==> src/logic/ccm_iv_pkg.sv <==
// shared constants and types for the ccm initialization vector builder
`default_nettype none
package ccm_iv_pkg;

  // ----------------------------------------------------------------
  // vector layout
  // ----------------------------------------------------------------
  localparam int IV_OCTETS = 16;
  localparam int IV_BITS = 128;
  localparam int NONCE_FIRST = 1;
  localparam int NONCE_LAST = 13;
  localparam int NONCE_BITS = 104;
  localparam int PN_BITS = 48;
  localparam int FP_ID_BITS = 12;
  localparam int PSI_BITS = 20;
  localparam int LCN_BITS = 3;
  localparam int LEN_BITS = 16;

  // ----------------------------------------------------------------
  // flags byte: no associated data, 4-octet mic, 2-octet length
  // ----------------------------------------------------------------
  localparam int MIC_OCTETS = 4;
  localparam int LEN_FIELD_OCTETS = 2;
  localparam logic FLAG_RESERVED = 1'b0;
  localparam logic FLAG_ADATA = 1'b0;
  localparam logic [2:0] FLAG_MIC_CODE = 3'((MIC_OCTETS - 2) / 2);
  localparam logic [2:0] FLAG_LEN_CODE = 3'(LEN_FIELD_OCTETS - 1);
  localparam logic [7:0] NONCE_RESERVED = 8'h00;
  localparam logic [3:0] DIR_RESERVED = 4'h0;
  localparam logic [7:0] FIXED_OCTET = 8'h00;
  localparam logic [15:0] LEN_MIN = 16'h0001;

  // ----------------------------------------------------------------
  // register byte addresses
  // ----------------------------------------------------------------
  localparam logic [11:0] CTRL_ADDR = 12'h000;
  localparam logic [11:0] ACCESS_ID_ADDR = 12'h004;
  localparam logic [11:0] PORT_ID_ADDR = 12'h008;
  localparam logic [11:0] CONN_ADDR = 12'h00C;
  localparam logic [11:0] PN_LO_ADDR = 12'h010;
  localparam logic [11:0] PN_HI_ADDR = 12'h014;
  localparam logic [11:0] LEN_ADDR = 12'h018;
  localparam logic [11:0] STATUS_ADDR = 12'h01C;
  localparam logic [11:0] IV_BASE_ADDR = 12'h020;
  localparam logic [11:0] IV_LAST_ADDR = 12'h02C;

  // ----------------------------------------------------------------
  // register bit positions
  // ----------------------------------------------------------------
  localparam int CTRL_BUILD_BIT = 0;
  localparam int CTRL_OPEN_BIT = 1;
  localparam int CTRL_CLOSE_BIT = 2;
  localparam int CTRL_UPLINK_BIT = 3;
  localparam int ST_VALID_BIT = 0;
  localparam int ST_LEN_ERR_BIT = 1;
  localparam int ST_LINK_ERR_BIT = 2;
  localparam int ST_OPEN_BIT = 3;
  localparam int ST_LCN_LSB = 4;
  localparam logic [31:0] WORD_ZERO = 32'h0000_0000;

  // fields that make up one vector
  typedef struct packed {
    logic [PN_BITS-1:0] pn;
    logic [FP_ID_BITS-1:0] fp_id;
    logic [PSI_BITS-1:0] psi;
    logic [LCN_BITS-1:0] link_connection_number;
    logic uplink;
    logic [LEN_BITS-1:0] sdu_len;
  } iv_fields_type;

endpackage

`default_nettype wire

==> src/logic/ccm_iv_packer.sv <==
// packs the vector fields into sixteen octets, held in a register
`timescale 1ns/1ns
`default_nettype none

module ccm_iv_packer (
  input wire logic mclk, // system clock
  input wire logic arst_n, // asynchronous reset, active low
  input wire logic load, // capture the fields this cycle
  input wire ccm_iv_pkg::iv_fields_type fields, // fields of the vector
  output logic [ccm_iv_pkg::IV_BITS-1:0] iv_q, // octet 0 in the top byte
  output logic [ccm_iv_pkg::NONCE_BITS-1:0] nonce_q // octets 1 to 13
);

  // ----------------------------------------------------------------
  // octet assembly; bit 7 of each octet is its msb
  // ----------------------------------------------------------------
  wire logic [7:0] flags = {ccm_iv_pkg::FLAG_RESERVED, ccm_iv_pkg::FLAG_ADATA,
                            ccm_iv_pkg::FLAG_MIC_CODE, ccm_iv_pkg::FLAG_LEN_CODE};
  wire logic [31:0] ident = {fields.fp_id, fields.psi};
  wire logic [7:0] dir_lcn = {fields.uplink, ccm_iv_pkg::DIR_RESERVED, fields.link_connection_number};
  wire logic [ccm_iv_pkg::IV_BITS-1:0] iv_d = {
    flags,
    ccm_iv_pkg::NONCE_RESERVED,
    fields.pn,
    ident,
    dir_lcn,
    ccm_iv_pkg::FIXED_OCTET,
    fields.sdu_len
  };
  // nonce is the slice between the flags octet and the length field
  wire logic [ccm_iv_pkg::NONCE_BITS-1:0] nonce_d =
    iv_d[ccm_iv_pkg::IV_BITS-8-1 -: ccm_iv_pkg::NONCE_BITS];

  always_ff @(posedge mclk or negedge arst_n) begin
    if (!arst_n) begin
      iv_q <= '0;
      nonce_q <= '0;
    end else if (load) begin
      iv_q <= iv_d;
      nonce_q <= nonce_d;
    end
  end

endmodule

`default_nettype wire

==> src/logic/ccm_iv_builder.sv <==
// apb-controlled builder of the ccm initialization vector for connection links
`timescale 1ns/1ns
`default_nettype none

module ccm_iv_builder #(
  parameter int ACCESS_ID_W = 20, // width of the primary access rights identity
  parameter int CONN_W = 4 // width of the exchanged connection number
) (
  input wire logic mclk, // system clock, 100 MHz
  input wire logic arst_n, // asynchronous reset, active low
  input wire logic psel, // apb select
  input wire logic penable, // apb access phase
  input wire logic pwrite, // apb write
  input wire logic [11:0] paddr, // apb byte address
  input wire logic [31:0] pwdata, // apb write data
  input wire logic [3:0] pstrb, // apb byte strobes
  output logic pready, // apb ready
  output logic [31:0] prdata, // apb read data
  output logic pslverr, // apb error, unmapped address
  output logic [ccm_iv_pkg::IV_BITS-1:0] iv, // vector to the ccm engine
  output logic [ccm_iv_pkg::NONCE_BITS-1:0] nonce, // nonce to the ccm engine
  output logic iv_valid, // vector is current, level
  output logic iv_load // one-cycle pulse when a new vector appears
);

  // ----------------------------------------------------------------
  // build sequencer states
  // ----------------------------------------------------------------
  typedef enum logic [1:0] {
    IDLE,
    CHECK,
    LOAD
  } build_state_type;

  // ----------------------------------------------------------------
  // byte-lane merge for apb writes
  // ----------------------------------------------------------------
  function automatic logic [31:0] merge(input logic [31:0] old, input logic [31:0] wd,
                                        input logic [3:0] strb);
    logic [31:0] res;
    res = old;
    // lanes whose strobe is low keep the old register byte
    for (int b = 0; b < 4; b++) begin
      if (strb[b]) begin
        res[8*b +: 8] = wd[8*b +: 8];
      end
    end
    return res;
  endfunction

  // ----------------------------------------------------------------
  // registers
  // ----------------------------------------------------------------
  logic pready_q;
  logic [31:0] prdata_q;
  logic pslverr_q;
  logic [ACCESS_ID_W-1:0] access_id_q;
  logic [ccm_iv_pkg::PSI_BITS-1:0] psi_q;
  logic [CONN_W-1:0] conn_q;
  logic [ccm_iv_pkg::PN_BITS-1:0] pn_q;
  logic [ccm_iv_pkg::LEN_BITS-1:0] len_q;
  logic uplink_q;
  logic open_q;
  logic [ccm_iv_pkg::LCN_BITS-1:0] lcn_q;
  logic build_req_q;
  logic valid_q;
  logic len_err_q;
  logic link_err_q;
  logic load_q;
  build_state_type state_q;
  build_state_type state_d;

  // ----------------------------------------------------------------
  // apb decode
  // ----------------------------------------------------------------
  // one wait state: ready rises in the second access cycle so that read
  // data can come from a flip-flop
  wire logic access = psel && penable;
  wire logic first_access = access && !pready_q;
  wire logic done = access && pready_q;
  wire logic wr_done = done && pwrite;
  wire logic sel_ctrl = (paddr == ccm_iv_pkg::CTRL_ADDR);
  wire logic sel_access_id = (paddr == ccm_iv_pkg::ACCESS_ID_ADDR);
  wire logic sel_port_id = (paddr == ccm_iv_pkg::PORT_ID_ADDR);
  wire logic sel_conn = (paddr == ccm_iv_pkg::CONN_ADDR);
  wire logic sel_pn_lo = (paddr == ccm_iv_pkg::PN_LO_ADDR);
  wire logic sel_pn_hi = (paddr == ccm_iv_pkg::PN_HI_ADDR);
  wire logic sel_len = (paddr == ccm_iv_pkg::LEN_ADDR);
  wire logic sel_status = (paddr == ccm_iv_pkg::STATUS_ADDR);
  // only aligned words decode; a misaligned address answers with an error
  wire logic sel_iv = (paddr >= ccm_iv_pkg::IV_BASE_ADDR) &&
                      (paddr <= ccm_iv_pkg::IV_LAST_ADDR) && (paddr[1:0] == 2'b00);
  wire logic mapped = sel_ctrl || sel_access_id || sel_port_id || sel_conn ||
                      sel_pn_lo || sel_pn_hi || sel_len || sel_status || sel_iv;
  wire logic [1:0] iv_word = 2'(paddr[3:2]);

  // ----------------------------------------------------------------
  // register views
  // ----------------------------------------------------------------
  wire logic [31:0] ctrl_view = {28'h000_0000, uplink_q, 3'b000};
  wire logic [31:0] access_id_view = 32'(access_id_q);
  wire logic [31:0] port_id_view = 32'(psi_q);
  wire logic [31:0] conn_view = 32'(conn_q);
  wire logic [31:0] pn_lo_view = pn_q[31:0];
  wire logic [31:0] pn_hi_view = 32'(pn_q[ccm_iv_pkg::PN_BITS-1:32]);
  wire logic [31:0] len_view = 32'(len_q);
  wire logic [31:0] status_view = (32'(lcn_q) << ccm_iv_pkg::ST_LCN_LSB) |
                                  (32'(open_q) << ccm_iv_pkg::ST_OPEN_BIT) |
                                  (32'(link_err_q) << ccm_iv_pkg::ST_LINK_ERR_BIT) |
                                  (32'(len_err_q) << ccm_iv_pkg::ST_LEN_ERR_BIT) |
                                  (32'(valid_q) << ccm_iv_pkg::ST_VALID_BIT);
  // octet 0 sits in the top byte of the first vector word
  wire logic [31:0] iv_view = iv[ccm_iv_pkg::IV_BITS-1 - 32*iv_word -: 32];

  wire logic [31:0] rd_mux = sel_ctrl ? ctrl_view :
                             sel_access_id ? access_id_view :
                             sel_port_id ? port_id_view :
                             sel_conn ? conn_view :
                             sel_pn_lo ? pn_lo_view :
                             sel_pn_hi ? pn_hi_view :
                             sel_len ? len_view :
                             sel_status ? status_view :
                             sel_iv ? iv_view : ccm_iv_pkg::WORD_ZERO;

  // ----------------------------------------------------------------
  // write data after byte strobes
  // ----------------------------------------------------------------
  localparam logic [31:0] WORD_ZERO_W = ccm_iv_pkg::WORD_ZERO;
  wire logic [31:0] ctrl_wd = merge(WORD_ZERO_W, pwdata, pstrb);
  wire logic [31:0] access_id_wd = merge(access_id_view, pwdata, pstrb);
  wire logic [31:0] port_id_wd = merge(port_id_view, pwdata, pstrb);
  wire logic [31:0] conn_wd = merge(conn_view, pwdata, pstrb);
  wire logic [31:0] pn_lo_wd = merge(pn_lo_view, pwdata, pstrb);
  wire logic [31:0] pn_hi_wd = merge(pn_hi_view, pwdata, pstrb);
  wire logic [31:0] len_wd = merge(len_view, pwdata, pstrb);
  wire logic [31:0] status_wd = merge(WORD_ZERO_W, pwdata, pstrb);


  // strobes fire only on the completing edge, where the master samples pready
  wire logic wr_ctrl = wr_done && sel_ctrl;
  wire logic wr_access_id = wr_done && sel_access_id;
  wire logic wr_port_id = wr_done && sel_port_id;
  wire logic wr_conn = wr_done && sel_conn;
  wire logic wr_pn_lo = wr_done && sel_pn_lo;
  wire logic wr_pn_hi = wr_done && sel_pn_hi;
  wire logic wr_len = wr_done && sel_len;
  wire logic build_cmd = wr_ctrl && ctrl_wd[ccm_iv_pkg::CTRL_BUILD_BIT];
  wire logic open_cmd = wr_ctrl && ctrl_wd[ccm_iv_pkg::CTRL_OPEN_BIT];
  wire logic close_cmd = wr_ctrl && ctrl_wd[ccm_iv_pkg::CTRL_CLOSE_BIT];
  wire logic wr_status = wr_done && sel_status;
  wire logic clr_len_err = wr_status && status_wd[ccm_iv_pkg::ST_LEN_ERR_BIT];
  wire logic clr_link_err = wr_status && status_wd[ccm_iv_pkg::ST_LINK_ERR_BIT];

  // link connection number is the constant low part of the exchanged number
  wire logic [ccm_iv_pkg::LCN_BITS-1:0] conn_const = conn_q[ccm_iv_pkg::LCN_BITS-1:0];

  // ----------------------------------------------------------------
  // build checks
  // ----------------------------------------------------------------
  wire logic len_ok = (len_q >= ccm_iv_pkg::LEN_MIN);
  wire logic build_ok = len_ok && open_q;
  wire logic set_len_err = (state_q == CHECK) && !len_ok;
  wire logic set_link_err = (state_q == CHECK) && !open_q;
  // the packer, the load pulse and the valid flag all key off this one decode
  wire logic load_now = (state_q == LOAD);

  // fields handed to the packer; identity is cut to its low twelve bits
  wire ccm_iv_pkg::iv_fields_type fields = '{
    pn: pn_q,
    fp_id: access_id_q[ccm_iv_pkg::FP_ID_BITS-1:0],
    psi: psi_q,
    link_connection_number: lcn_q,
    uplink: uplink_q,
    sdu_len: len_q
  };

  // ----------------------------------------------------------------
  // apb answer
  // ----------------------------------------------------------------
  always_ff @(posedge mclk or negedge arst_n) begin
    if (!arst_n) begin
      pready_q <= 1'b0;
      prdata_q <= ccm_iv_pkg::WORD_ZERO;
      pslverr_q <= 1'b0;
    end else begin
      pready_q <= first_access;
      // forced to zero outside a read answer so stale data never shows on the bus
      prdata_q <= (first_access && !pwrite) ? rd_mux : ccm_iv_pkg::WORD_ZERO;
      pslverr_q <= first_access && !mapped;
    end
  end

  // ----------------------------------------------------------------
  // software-written fields
  // ----------------------------------------------------------------
  always_ff @(posedge mclk or negedge arst_n) begin
    if (!arst_n) begin
      access_id_q <= '0;
      psi_q <= '0;
      conn_q <= '0;
      pn_q <= '0;
      len_q <= '0;
      uplink_q <= 1'b0;
    end else begin
      if (wr_access_id) begin
        access_id_q <= access_id_wd[ACCESS_ID_W-1:0];
      end
      if (wr_port_id) begin
        psi_q <= port_id_wd[ccm_iv_pkg::PSI_BITS-1:0];
      end
      if (wr_conn) begin
        conn_q <= conn_wd[CONN_W-1:0];
      end
      if (wr_pn_lo) begin
        pn_q[31:0] <= pn_lo_wd;
      end
      // only the low sixteen bits of the upper word belong to the packet number
      if (wr_pn_hi) begin
        pn_q[ccm_iv_pkg::PN_BITS-1:32] <= pn_hi_wd[15:0];
      end
      if (wr_len) begin
        len_q <= len_wd[ccm_iv_pkg::LEN_BITS-1:0];
      end
      // each direction keeps its own bit, so the two vectors differ
      if (wr_ctrl) begin
        uplink_q <= ctrl_wd[ccm_iv_pkg::CTRL_UPLINK_BIT];
      end
    end
  end

  // ----------------------------------------------------------------
  // link state: number is frozen at link creation
  // ----------------------------------------------------------------
  // a later change of the exchanged number, such as on handover, is ignored
  always_ff @(posedge mclk or negedge arst_n) begin
    if (!arst_n) begin
      open_q <= 1'b0;
      lcn_q <= '0;
    // close beats open when both bits arrive in one word
    end else if (close_cmd) begin
      open_q <= 1'b0;
    end else if (open_cmd && !open_q) begin
      open_q <= 1'b1;
      lcn_q <= conn_const;
    end
  end

  // ----------------------------------------------------------------
  // build sequencer
  // ----------------------------------------------------------------
  always_comb begin
    state_d = state_q;
    case (state_q)
      IDLE: begin
        if (build_req_q) state_d = CHECK;
      end
      CHECK: begin
        state_d = build_ok ? LOAD : IDLE;
      end
      LOAD: begin
        state_d = IDLE;
      end
      default: begin
        state_d = IDLE;
      end
    endcase
  end

  always_ff @(posedge mclk or negedge arst_n) begin
    if (!arst_n) begin
      state_q <= IDLE;
      build_req_q <= 1'b0;
      load_q <= 1'b0;
    end else begin
      state_q <= state_d;
      // a build command during a build is held as a new request and starts another build once back in IDLE
      build_req_q <= build_cmd || (build_req_q && state_q != IDLE);
      load_q <= load_now;
    end
  end

  // ----------------------------------------------------------------
  // status flags; a set in the same cycle as a clear wins
  // ----------------------------------------------------------------
  always_ff @(posedge mclk or negedge arst_n) begin
    if (!arst_n) begin
      valid_q <= 1'b0;
      len_err_q <= 1'b0;
      link_err_q <= 1'b0;
    end else begin
      len_err_q <= set_len_err || (len_err_q && !clr_len_err);
      link_err_q <= set_link_err || (link_err_q && !clr_link_err);
      // valid drops on a new build so software never trusts an unchecked vector
      if (load_now) begin
        valid_q <= 1'b1;
      end else if (build_cmd || close_cmd) begin
        valid_q <= 1'b0;
      end
    end
  end

  // ----------------------------------------------------------------
  // vector register
  // ----------------------------------------------------------------
  // vector and nonce registers load from one packed word on one strobe, so the two can never disagree
  ccm_iv_packer u_packer (
    .mclk(mclk),
    .arst_n(arst_n),
    .load(load_now),
    .fields(fields),
    .iv_q(iv),
    .nonce_q(nonce)
  );

  assign pready = pready_q;
  assign prdata = prdata_q;
  assign pslverr = pslverr_q;
  assign iv_valid = valid_q;
  assign iv_load = load_q;

endmodule

`default_nettype wire

==> config.mk <==
export PLATFORM = sky130hd
export DESIGN_NAME = ccm_iv_builder
export DESIGN_NICKNAME = d
export VERILOG_FILES = /design/src/logic/ccm_iv_pkg.sv /design/src/logic/ccm_iv_packer.sv /design/src/logic/ccm_iv_builder.sv
export SDC_FILE = /design/constraint.sdc
export NUM_CORES = 1
export LEC_CHECK = 0
export BUFFER_PORTS_ARGS = -buffer_cell sky130_fd_sc_hd__buf_4
export CAP_MARGIN = 10
export CORE_ASPECT_RATIO = 2
export CORE_MARGIN = 2
export CORE_UTILIZATION = 48
export CTS_CLUSTER_DIAMETER = 100
export DETAILED_ROUTE_END_ITERATION = 7
export GPL_ROUTABILITY_DRIVEN = 0
export PLACE_DENSITY = 0.83
export SLEW_MARGIN = 20
export SYNTH_ARGS = -nofsm -noshare
export SYNTH_HDL_FRONTEND = slang
export SYNTH_SLANG_ARGS = --single-unit
==> constraint.sdc <==
create_clock -name mclk -period 1.99 [get_ports mclk]
set_input_delay 0.0995 -clock mclk [delete_from_list [all_inputs] [get_ports mclk]]
set_output_delay 0.0995 -clock mclk [all_outputs]
set_load 0.03 [all_outputs]
==> flow_summary.yaml, run 1 <==
critical_path:
  r2r-end: "len_q[15]$_DFFE_PN0P_"
  crit_chain: "and4_2 > nand2_2 > nor4_4 > buf_4 > mux2_2"
  end_kind: "register"
  worstPathMaxFanout: 8
  ff2ff_path_depth: 5
  crit_slowest_cell: "dfrtp_2"
  arrival_ns: 2.29
  crit_required_ns: 2.40
  criticalPathCategory: "register to register"
  r2r_slack_ns: 0.11
  r2r-start: "pready$_DFF_PN0_"
  cpPeakStageDelay_ns: 0.35
  crit_family: "simple AND/OR/NAND/NOR gates"
  critPathLaunchType: "register"
  cp_num_buf_inv: 1
floorplanning:
  core_um2: 25550
  start_util: 0.4842
  fp.dieW_um: 117.5
  num_rows: 83
  die_height_um: 231.0
  ios: 321
  die-area_um2: 27150
power_and_ir_drop:
  vdd_drop_max_uv: 604.5
  powerDensity_nw_per_um2: 659.6
  p_sw_w: 0.002454
  p_comb_frac: 0.068
  p_seq_frac: 0.499
  switching_share: 0.2362
  p_leak_nw: 8.328
  p_int_w: 0.007935
  total_power_w: 0.01039
  clock_power_share: 0.433
routing:
  first_pass_iters: 5
  top_layer_used: "met4"
  vias_per_cell: 5.635
  vias: 10210
  met1_length_mm: 12.69
  ant_nets: 0
  drt-wirelength-per-cell_um: 21.04
  drc: 0
  met2_length_mm: 20.13
  dr.first_iter.drc_count: 948
  drt_wl_total_mm: 38.12
  wl_met3_mm: 2.582
placed_design:
  hpwl_mm: 27.38
  placed_area_um2: 14620
  io_buffer_count: 274
worst_hold_path:
  hold_path_class: "input pin to register"
  hold_path.startpoint: "paddr[5]"
  worstHoldPathCells: 5
  min_to: "pslverr$_DFF_PN0_"
cells_and_area:
  design_area_um2: 15750
  multi_input_area_um2: 4947
  antenna_cells: 0
  utilization: 0.6165
  seq_area_um2: 6382
  fin_nets: 1510
  area_growth_pct: 27.33
  nFillCells: 2026
  layout-drive-gt1-share: 0.3743
yosys:
  async_flop_share: 1.000
  synth_top_family_by_area: "simple AND/OR/NAND/NOR gates"
  synth-simple-area-share: 0.1633
  ys_seq_area_frac: 0.5159
  synth_edf_count: 0
  synth-xor-area-share: 0
  synth_compound_area_frac: 0.08244
  synth_area_per_cell_um2: 10.46
  synth-seq-cells: 255
  ys.flop_type: "dfrtp_1"
  synth_warnings: 0
  synth_cell_types: 59
  yosys-mux-area-fraction: 0.1381
  netlist_instances: 1182
  syn_area_um2: 12370
  synth_fa_ha_area_frac: 0
global_routing:
  antenna_found_initial: 0
  first_global_vias: 10360
  grt-ovfl-total: 0
  grt_pass1_wl_mm: 58.48
  grt_max_degree: 103
  track_usage: 0.2748
clock_tree:
  post_cts.repair.setup_buffers: 0
  ctsHtreeMaxLevel: 1
  cts_num_sinks: 255
  clockRootBuffer: "clkbuf_16"
  clockBufferDepth: 3
  clk_pin_slew_ns: 0.07
  cts_tree: "done"
  cts_buffers: 23
  clk_latency_ns: 0.53
timing:
  timing.max_slew.rel_slack: 0.5292
  hold_violations: 0
  whs_ns: 0.1198
  min_period_ns: 1.883
  finalMaxSlewViolations: 0
  fin_skew_ns: 0.01574
  finalCritPeriodShare: 0.9464
  tightestPinTransition_ns: 0.7062
  rsz0062_at_grt: "no"
  fmax_mhz: 531.0
  setup_viol: 0
  setup-tns-final_ns: 0
outcome:
  status: "complete, no violations"
job:
  drv_cap: 0
-- power by group through the flow --
stage	combinational (W)	sequential (W)	clock, W
after floorplan	0.000340	0.00529	0
after global placement	0.000621	0.00528	0
after detailed placement	0.000633	0.00528	0
after CTS	0.000695	0.00518	0.00454
after global routing	0.000747	0.00518	0.00474
final	0.000704	0.00518	0.00450
-- what timing repair did --
| action | CTS | global route |
|---|---|---|
| hold buffers | 38 | 0 |
| endpoints found under the setup margin | 0 | 3 |
| resized for setup | 0 | 2 |
| hold endpoints to repair | 192 | 0 |
-- routing by layer --
| metal | global-route usage | up-vias |
|---|---|---|
| met1 | 0.2963 | 5001 |
| li1 | - | 4415 |
| met5 | 0 | - |
| met2 | 0.4978 | 625 |
| met4 | 0.1830 | 0 |
| met3 | 0.03888 | 170 |
-- stage by stage --
stage / setup slack, ns / cells
2_1_floorplan: 0.007919 / 1227
3_3_place_gp: -0.1581 / 1734
3_5_place_dp: -0.2336 / 1734
4_1_cts: 0.09037 / 1812
5_1_grt: 0.002865 / 1812
6_report: 0.1066 / 1812
-- Yosys cell counts (5+ instances only) --
library cell / n / area share
a211oi_1: 6 / 0.0036
buf_1: 7 / 0.0021
o22ai_1: 15 / 0.0076
o21ai_0: 22 / 0.0089
a22o_1: 11 / 0.0078
mux4_2: 17 / 0.031
mux2_2: 113 / 0.10
o32a_1: 8 / 0.0065
buf_2: 16 / 0.0065
a22oi_1: 19 / 0.012
nand2b_1: 15 / 0.0076
dfrtp_1: 255 / 0.52
nor4_1: 8 / 0.0040
a21oi_1: 48 / 0.019
nor2b_1: 6 / 0.0030
nand2_1: 329 / 0.10
clkbuf_1: 36 / 0.011
nor3_1: 6 / 0.0024
nor2_1: 44 / 0.013
buf_4: 131 / 0.080
o2bb2ai_1: 5 / 0.0035
nand3_1: 5 / 0.0020
-- placed cells by master (no fill, tap or decap), types with 11 or more instances in the layout --
cell type	synthesis	final
nand2b_1	15	14
dfrtp_1	255	254
dlygate4sd3_1	0	38
conb_1	1	46
a21oi_1	48	48
mux2_2	113	113
o22ai_1	15	15
a22oi_1	19	19
nand2_1	329	328
clkbuf_16	0	23
mux4_2	17	17
a22o_1	11	11
buf_12	0	13
o21ai_0	22	22
buf_4	131	344
nor2_1	44	44
-- kinds of logic (layout without fill, tap and decap cells) --
family / after synthesis / after routing
other: 1 / 46
AND/OR/NAND/NOR: 445 / 445
flip-flops: 255 / 255
AO/OA/AOI/OAI: 153 / 153
multiplexers: 135 / 135
buffers and inverters: 193 / 438
-- sequential cells by signal (all words and copies together), names as in the netlist --
register,flops
iv_valid,1
prdata,32
conn_q,4
len_err_q,1
uplink_q,1
link_err_q,1
len_q,16
iv_load,1
pn_q,48
state_q,2
u_packer.iv_q,101
lcn_q,3
pready,1
open_q,1
build_req_q,1
psi_q,20
pslverr,1
access_id_q,20
-- worst max path at each step --
stage | start | endpoint | slack [ns] | depth (start not counted)
3_3_place_gp | paddr[5] | prdata[19]$_DFF_PN0_ | -0.16 | 7
5_1_grt | pready$_DFF_PN0_ | lcn_q[2]$_DFFE_PN0P_ | 0.003 | 5
4_1_cts | pready$_DFF_PN0_ | lcn_q[2]$_DFFE_PN0P_ | 0.09 | 5
3_5_place_dp | paddr[5] | prdata[19]$_DFF_PN0_ | -0.23 | 7
6_report | pready$_DFF_PN0_ | len_q[15]$_DFFE_PN0P_ | 0.11 | 5
2_1_floorplan | pready$_DFF_PN0_ | len_q[10]$_DFFE_PN0P_ | 0.008 | 5
-- final cells by class --
type,count,share of cell area
Timing Repair Buffer,396,0.2056
Clock inverter,9,0.007150
Sequential cell,255,0.4052
Clock buffer,31,0.04036
Multi-Input combinational cell,779,0.3141
Inverter,2,0.0005561
Tap cell,340,0.02701
-- worst min-delay path: cells and delay by family --
| kind | cells | cell delay [ns] |
|---|---|---|
| compound gates | 1 | 0.11 |
| buf+inv | 2 | 0.25 |
| simple gates | 2 | 0.15 |
Power figures use the tool's default switching activity.
==> run 2, diff against run 1 <==
--- a/config.mk
+++ b/config.mk
@@ -5,13 +5,13 @@
 export SDC_FILE = /design/constraint.sdc
 export NUM_CORES = 1
 export LEC_CHECK = 0
-export BUFFER_PORTS_ARGS = -buffer_cell sky130_fd_sc_hd__buf_4
 export CAP_MARGIN = 10
 export CORE_ASPECT_RATIO = 2
 export CORE_MARGIN = 2
-export CORE_UTILIZATION = 48
+export CORE_UTILIZATION = 58
 export CTS_CLUSTER_DIAMETER = 100
 export DETAILED_ROUTE_END_ITERATION = 7
+export DONT_BUFFER_PORTS = 1
 export GPL_ROUTABILITY_DRIVEN = 0
 export PLACE_DENSITY = 0.83
 export SLEW_MARGIN = 20
==> run 2 against run 1 <==
Net effect: via count is 7.1% lower; hold slack worse by 0.84 ns; register-to-register slack worse by 0.02 ns; count of clock-buffer cells in the layout grew 3; the run now ends with hold timing left; die area decreased by 17%; non-clock buffer count shrank 207; flip-flop and latch count unchanged; fmax is 2.1% lower; clock power down 4%; critical endpoint is now prdata[14]$_DFF_PN0_; combinational power fell by 41%; global-route usage rose by 4.5 points; cell area shrank 11%.
==> flow_summary.yaml, run 2 (synthesis gave the netlist of run 1 again) <==
outcome:
  status: "finished, violations left"
  violations: "hold timing"
floorplanning:
  die_height_um: 210.5
  start_util: 0.5911
  ios: 321
  die-area_um2: 22580
  fp.dieW_um: 107.3
  num_rows: 75
  core_um2: 20930
critical_path:
  critPathLaunchType: "input pin"
  r2r-start: "pready$_DFF_PN0_"
  cpPeakStageDelay_ns: 0.58
  r2r-end: "prdata[16]$_DFF_PN0_"
  end_kind: "register"
  cp_num_buf_inv: 3
  crit_slowest_cell: "dlygate4sd3_1"
  crit_family: "buffers and inverters"
  crit_required_ns: 2.42
  criticalPathCategory: "input pin to register"
  setup.worst_path.start: "penable"
  ff2ff_path_depth: 5
  crit_chain: "dlygate4sd3_1 > nand2_1 > dlygate4sd3_1 > or3_4 > a31oi_1 > buf_4 > o21ai_0 > nor2_1"
  cp_common_cell: "dlygate4sd3_1"
  r2r_slack_ns: 0.09
  arrival_ns: 2.36
  worstPathMaxFanout: 10
cells_and_area:
  multi_input_area_um2: 4952
  largest_register_ffs: 101
  nFillCells: 1472
  top_register: "u_packer.iv_q"
  area_growth_pct: 13.71
  fin_nets: 1303
  layout-drive-gt1-share: 0.2579
  stdcell_count: 1534
  seq_area_um2: 6382
  layout_commonest_cell: "nand2_1"
  final_cell_mix: "328 x nand2_1, 254 x dfrtp_1, 126 x buf_4, 113 x mux2_2, 53 x dlygate4sd3_1"
job:
  drv_cap: 0
timing:
  setup_slack_ns: 0.06552
  hold_violations: 255
  timing.max_slew.rel_slack: 0.4756
  finalCritPeriodShare: 0.9671
  rsz0062_at_grt: "no"
  tightestPinTransition_ns: 0.7866
  finalMaxSlewViolations: 0
  setup_viol: 0
  fmax_mhz: 519.6
  whs_ns: -0.7165
  fin_skew_ns: 0.01577
  setup-tns-final_ns: 0
  min_period_ns: 1.924
routing:
  first_pass_iters: 5
  drc: 0
  drt-wirelength-per-cell_um: 23.37
  vias_per_cell: 6.184
  vias: 9487
  ant_nets: 0
  dr.first_iter.drc_count: 840
  drt_wl_total_mm: 35.85
clock_tree:
  cts_buffers: 23
  ctsHtreeMaxLevel: 1
  cts_num_sinks: 255
  clockBufferDepth: 3
  clk_pin_slew_ns: 0.07
  cts_tree: "done"
  clockRootBuffer: "clkbuf_16"
  clk_latency_ns: 0.53
  cts_hold_buf: 55
global_routing:
  antenna_found_initial: 1
  grt-ovfl-total: 0
  grt_pass1_wl_mm: 55.10
  first_global_vias: 9685
  grt_max_degree: 256
  track_usage: 0.3197
power_and_ir_drop:
  powerDensity_nw_per_um2: 706.8
  p_leak_nw: 7.212
  vdd_drop_max_uv: 727.4
worst_hold_path:
  hold_path_class: "input pin to asynchronous set/reset pin"
placed_design:
  io_buffer_count: 0
  dp.cells: 1439
  place_ws_ns: 0.06725
  hpwl_mm: 24.15
## run 2: through the flow
stage	power [W]	util	area, um2
2_1_floorplan	0.005631	-	12550
6_report	0.009941	0.6721	14060
3_5_place_dp	0.005575	0.6105	12770
5_1_grt	0.01019	0.6720	14060
3_3_place_gp	0.005571	0.6105	12770
4_1_cts	0.009963	0.6712	14050
## run 2: power breakdown
group / leakage (nW) / internal (W) / total [W] / switching (W)
combinational: 3.31 / 0.000130 / 0.000414 / 0.000284
clock: 0.356 / 0.00244 / 0.00434 / 0.00189
sequential: 3.55 / 0.00519 / 0.00519 / 0.00000490
total: 7.21 / 0.00776 / 0.00994 / 0.00218
## run 2: final cells by class
type | instances | area share
Tap cell | 269 | 0.02393
Antenna cell | 1 | 0.0001779
Inverter | 2 | 0.0006227
Timing Repair Buffer | 189 | 0.1181
Sequential cell | 255 | 0.4538
Multi-Input combinational cell | 779 | 0.3521
Clock buffer | 34 | 0.04742
Clock inverter | 5 | 0.003825
## run 2: timing repair
action | 4_1_cts | 5_1_grt
endpoints found under the setup margin | 0 | 23
hold endpoints to repair | 395 | 255
setup buffers | 0 | 0
gates resized for setup | 0 | 5
## run 2: worst max path at each step
stage                                       end  slack (ns)  depth (start not counted)
after global placement     prdata[19]$_DFF_PN0_         0.1                          5
after floorplan           len_q[10]$_DFFE_PN0P_       0.008                          5
after CTS                   prdata[2]$_DFF_PN0_        0.01                          7
final                      prdata[14]$_DFF_PN0_        0.07                          8
after detailed placement   len_q[6]$_DFFE_PN0P_        0.07                          5
after global routing        prdata[9]$_DFF_PN0_       0.003                          8
## run 2: metal layers
layer | vias to the layer above | GRT usage | part of all wire
met5 | - | 0 | 0.00033
met4 | 2 | 0.2015 | 0.068
met3 | 164 | 0.07174 | 0.091
met2 | 638 | 0.5552 | 0.52
met1 | 4688 | 0.3458 | 0.32
li1 | 3995 | - | -
## run 2: worst reg2reg max path: stages, from the launching register on
cell and delay, ns:
dfrtp_2 0.43, nor3_1 0.28, nand2_1 0.12, buf_4 0.20, a211oi_1 0.22, dlygate4sd3_1 0.59
==> run 3, diff against run 2 <==
--- a/config.mk
+++ b/config.mk
@@ -8,12 +8,13 @@
 export CAP_MARGIN = 10
 export CORE_ASPECT_RATIO = 2
 export CORE_MARGIN = 2
-export CORE_UTILIZATION = 58
+export CORE_UTILIZATION = 61
 export CTS_CLUSTER_DIAMETER = 100
 export DETAILED_ROUTE_END_ITERATION = 7
 export DONT_BUFFER_PORTS = 1
 export GPL_ROUTABILITY_DRIVEN = 0
-export PLACE_DENSITY = 0.83
+export PLACE_DENSITY = 0.84
+export REMOVE_ABC_BUFFERS = 1
 export SLEW_MARGIN = 20
 export SYNTH_ARGS = -nofsm -noshare
 export SYNTH_HDL_FRONTEND = slang
==> constraint.sdc (replaced) <==
create_clock -name mclk -period 1.84 [get_ports mclk]
set_input_delay 0.092 -clock mclk [delete_from_list [all_inputs] [get_ports mclk]]
set_output_delay 0.092 -clock mclk [all_outputs]
set_load 0.03 [all_outputs]
==> run 3 against run 2 <==
Net effect: the run still ends with hold timing left; sequential share of layout area decreased by 0.51 points; final cell count is 0.98% higher; cell area is 1.1% higher; hold slack worse by 0.016 ns.
==> flow_summary.yaml, run 3 (synthesis gave the netlist of run 1 again) <==
timing:
  min_period_ns: 1.780
  setup_slack_ns: 0.06029
  fin_skew_ns: 0.01185
  setup-tns-final_ns: 0
  setup_viol: 0
  finalMaxSlewViolations: 0
  finalCritPeriodShare: 0.9672
  tightestPinTransition_ns: 0.6625
  whs_ns: -0.7321
  hold_violations: 255
  rsz0062_at_grt: "no"
  timing.max_slew.rel_slack: 0.5583
  fmax_mhz: 561.9
critical_path:
  critPathLaunchType: "register"
  end_kind: "register"
  crit_slowest_cell: "dfrtp_1"
  r2r_slack_ns: 0.06
  crit_required_ns: 2.24
  crit_chain: "and4_4 > nand2_1 > buf_12 > nor4_4 > buf_4 > mux2_2"
  criticalPathCategory: "register to register"
  cpPeakStageDelay_ns: 0.40
  worstPathMaxFanout: 8
  arrival_ns: 2.18
routing:
  drc: 0
  first_pass_iters: 6
  dr.first_iter.drc_count: 1069
  vias: 9734
  drt-wirelength-per-cell_um: 23.90
  drt_wl_total_mm: 37.02
  vias_per_cell: 6.284
  ant_nets: 0
cells_and_area:
  nFillCells: 1289
  fin_nets: 1325
  layout_commonest_cell: "nand2_1"
  top_register: "u_packer.iv_q"
  design_area_um2: 14230
  antenna_cells: 0
  area_growth_pct: 15.01
  final_cell_mix: "329 x nand2_1, 253 x dfrtp_1, 142 x buf_4, 113 x mux2_2, 57 x dlygate4sd3_1"
  largest_register_ffs: 101
  layout-drive-gt1-share: 0.2665
floorplanning:
  die_height_um: 205.4
  num_rows: 73
  start_util: 0.6212
  die-area_um2: 21500
  core_um2: 19910
  fp.dieW_um: 104.7
  ios: 321
global_routing:
  antenna_found_initial: 0
  track_usage: 0.3411
  first_global_vias: 10010
  busiest_layer: "met2"
  grt-ovfl-total: 0
  grt.met1_usage: 0.3597
  grt_pass1_wl_mm: 56.39
  grtUsageMet2: 0.6008
  grt_max_degree: 256
  grt_util_met3: 0.06810
outcome:
  violations: "hold timing"
  status: "finished, violations left"
clock_tree:
  cts_hold_buf: 59
  cts_buffers: 23
  clockBufferDepth: 3
  clk_latency_ns: 0.52
  cts_num_sinks: 255
  ctsHtreeMaxLevel: 1
  cts_tree: "done"
  clockRootBuffer: "clkbuf_16"
  clk_pin_slew_ns: 0.07
power_and_ir_drop:
  powerDensity_nw_per_um2: 751.7
  p_leak_nw: 7.313
  vdd_drop_max_uv: 649.8
  total_power_w: 0.01069
placed_design:
  hpwl_mm: 24.35
  placed_area_um2: 12910
  place_ws_ns: -0.1267
  io_buffer_count: 0
worst_hold_path:
  hold_path_class: "input pin to asynchronous set/reset pin"
job:
  drv_cap: 0
-- run 3: cell count changes in the layout (fill, tap and decap cells not counted), moves of 2 or more --
| cell | delta |
|---|---|
| buf_12 | +2 |
| buf_4 | +16 |
| clkbuf_1 | +2 |
| dlygate4sd3_1 | +4 |
-- run 3: path summary, 6_finish.rpt --
check	to	cells after the start	from
setup reg to reg	len_q[10]$_DFFE_PN0P_	6	pready$_DFF_PN0_
setup / recovery	len_q[10]$_DFFE_PN0P_	6	pready$_DFF_PN0_
hold / removal	u_packer.iv_q[33]$_DFFE_PN0P_	0	arst_n
max in group asynchronous	u_packer.iv_q[84]$_DFFE_PN0P_	0	arst_n
hold reg to reg	access_id_q[14]$_DFFE_PN0P_	1	access_id_q[14]$_DFFE_PN0P_
min in group mclk	pslverr$_DFF_PN0_	4	paddr[6]
-- run 3: repair_timing --
action                                 CTS  global route
gates resized for setup                  2             6
setup buffers                            0             1
endpoints found under the hold margin  401           255
pin swaps                                0             0
setup endpoints to repair               20            32
-- run 3: routing by layer --
metal / share of wire / vias to the layer above / routed length, um
met4: 0.083 / 0 / 3059
li1: - / 4031 / -
met1: 0.32 / 4782 / 11800
met3: 0.087 / 225 / 3233
met2: 0.51 / 696 / 18930
met5: 0 / - / 0
-- run 3: area by class of cell --
cell class | instances | area (um2) | area share
Sequential cell | 255 | 6384 | 0.4487
Multi-Input combinational cell | 779 | 4943 | 0.3475
Timing Repair Buffer | 211 | 1862 | 0.1309
Clock buffer | 36 | 674.4 | 0.04741
Tap cell | 262 | 327.8 | 0.02304
Clock inverter | 4 | 26.28 | 0.001847
Inverter | 2 | 8.758 | 0.0006157
-- run 3: report_power, final --
group	internal (W)	switching (W)	total [W]	leakage, nW
logic	0.000150	0.000309	0.000459	3.43
registers	0.00561	0.00000518	0.00561	3.54
clock network	0.00252	0.00211	0.00462	0.341
-- run 3: critical path, delay by kind of cell, from the launching register on --
family	cells	cell delay [ns]
muxes	1	0.35
buffers and inverters	2	0.38
and+or+nand+nor	3	0.53
DFF	1	0.40
-- run 3: metrics by stage --
step,instances,utilization
after floorplan,1036,-
after global placement,1449,0.6483
after detailed placement,1449,0.6483
after CTS,1548,0.7135
after global routing,1549,0.7145
final,1549,0.7145
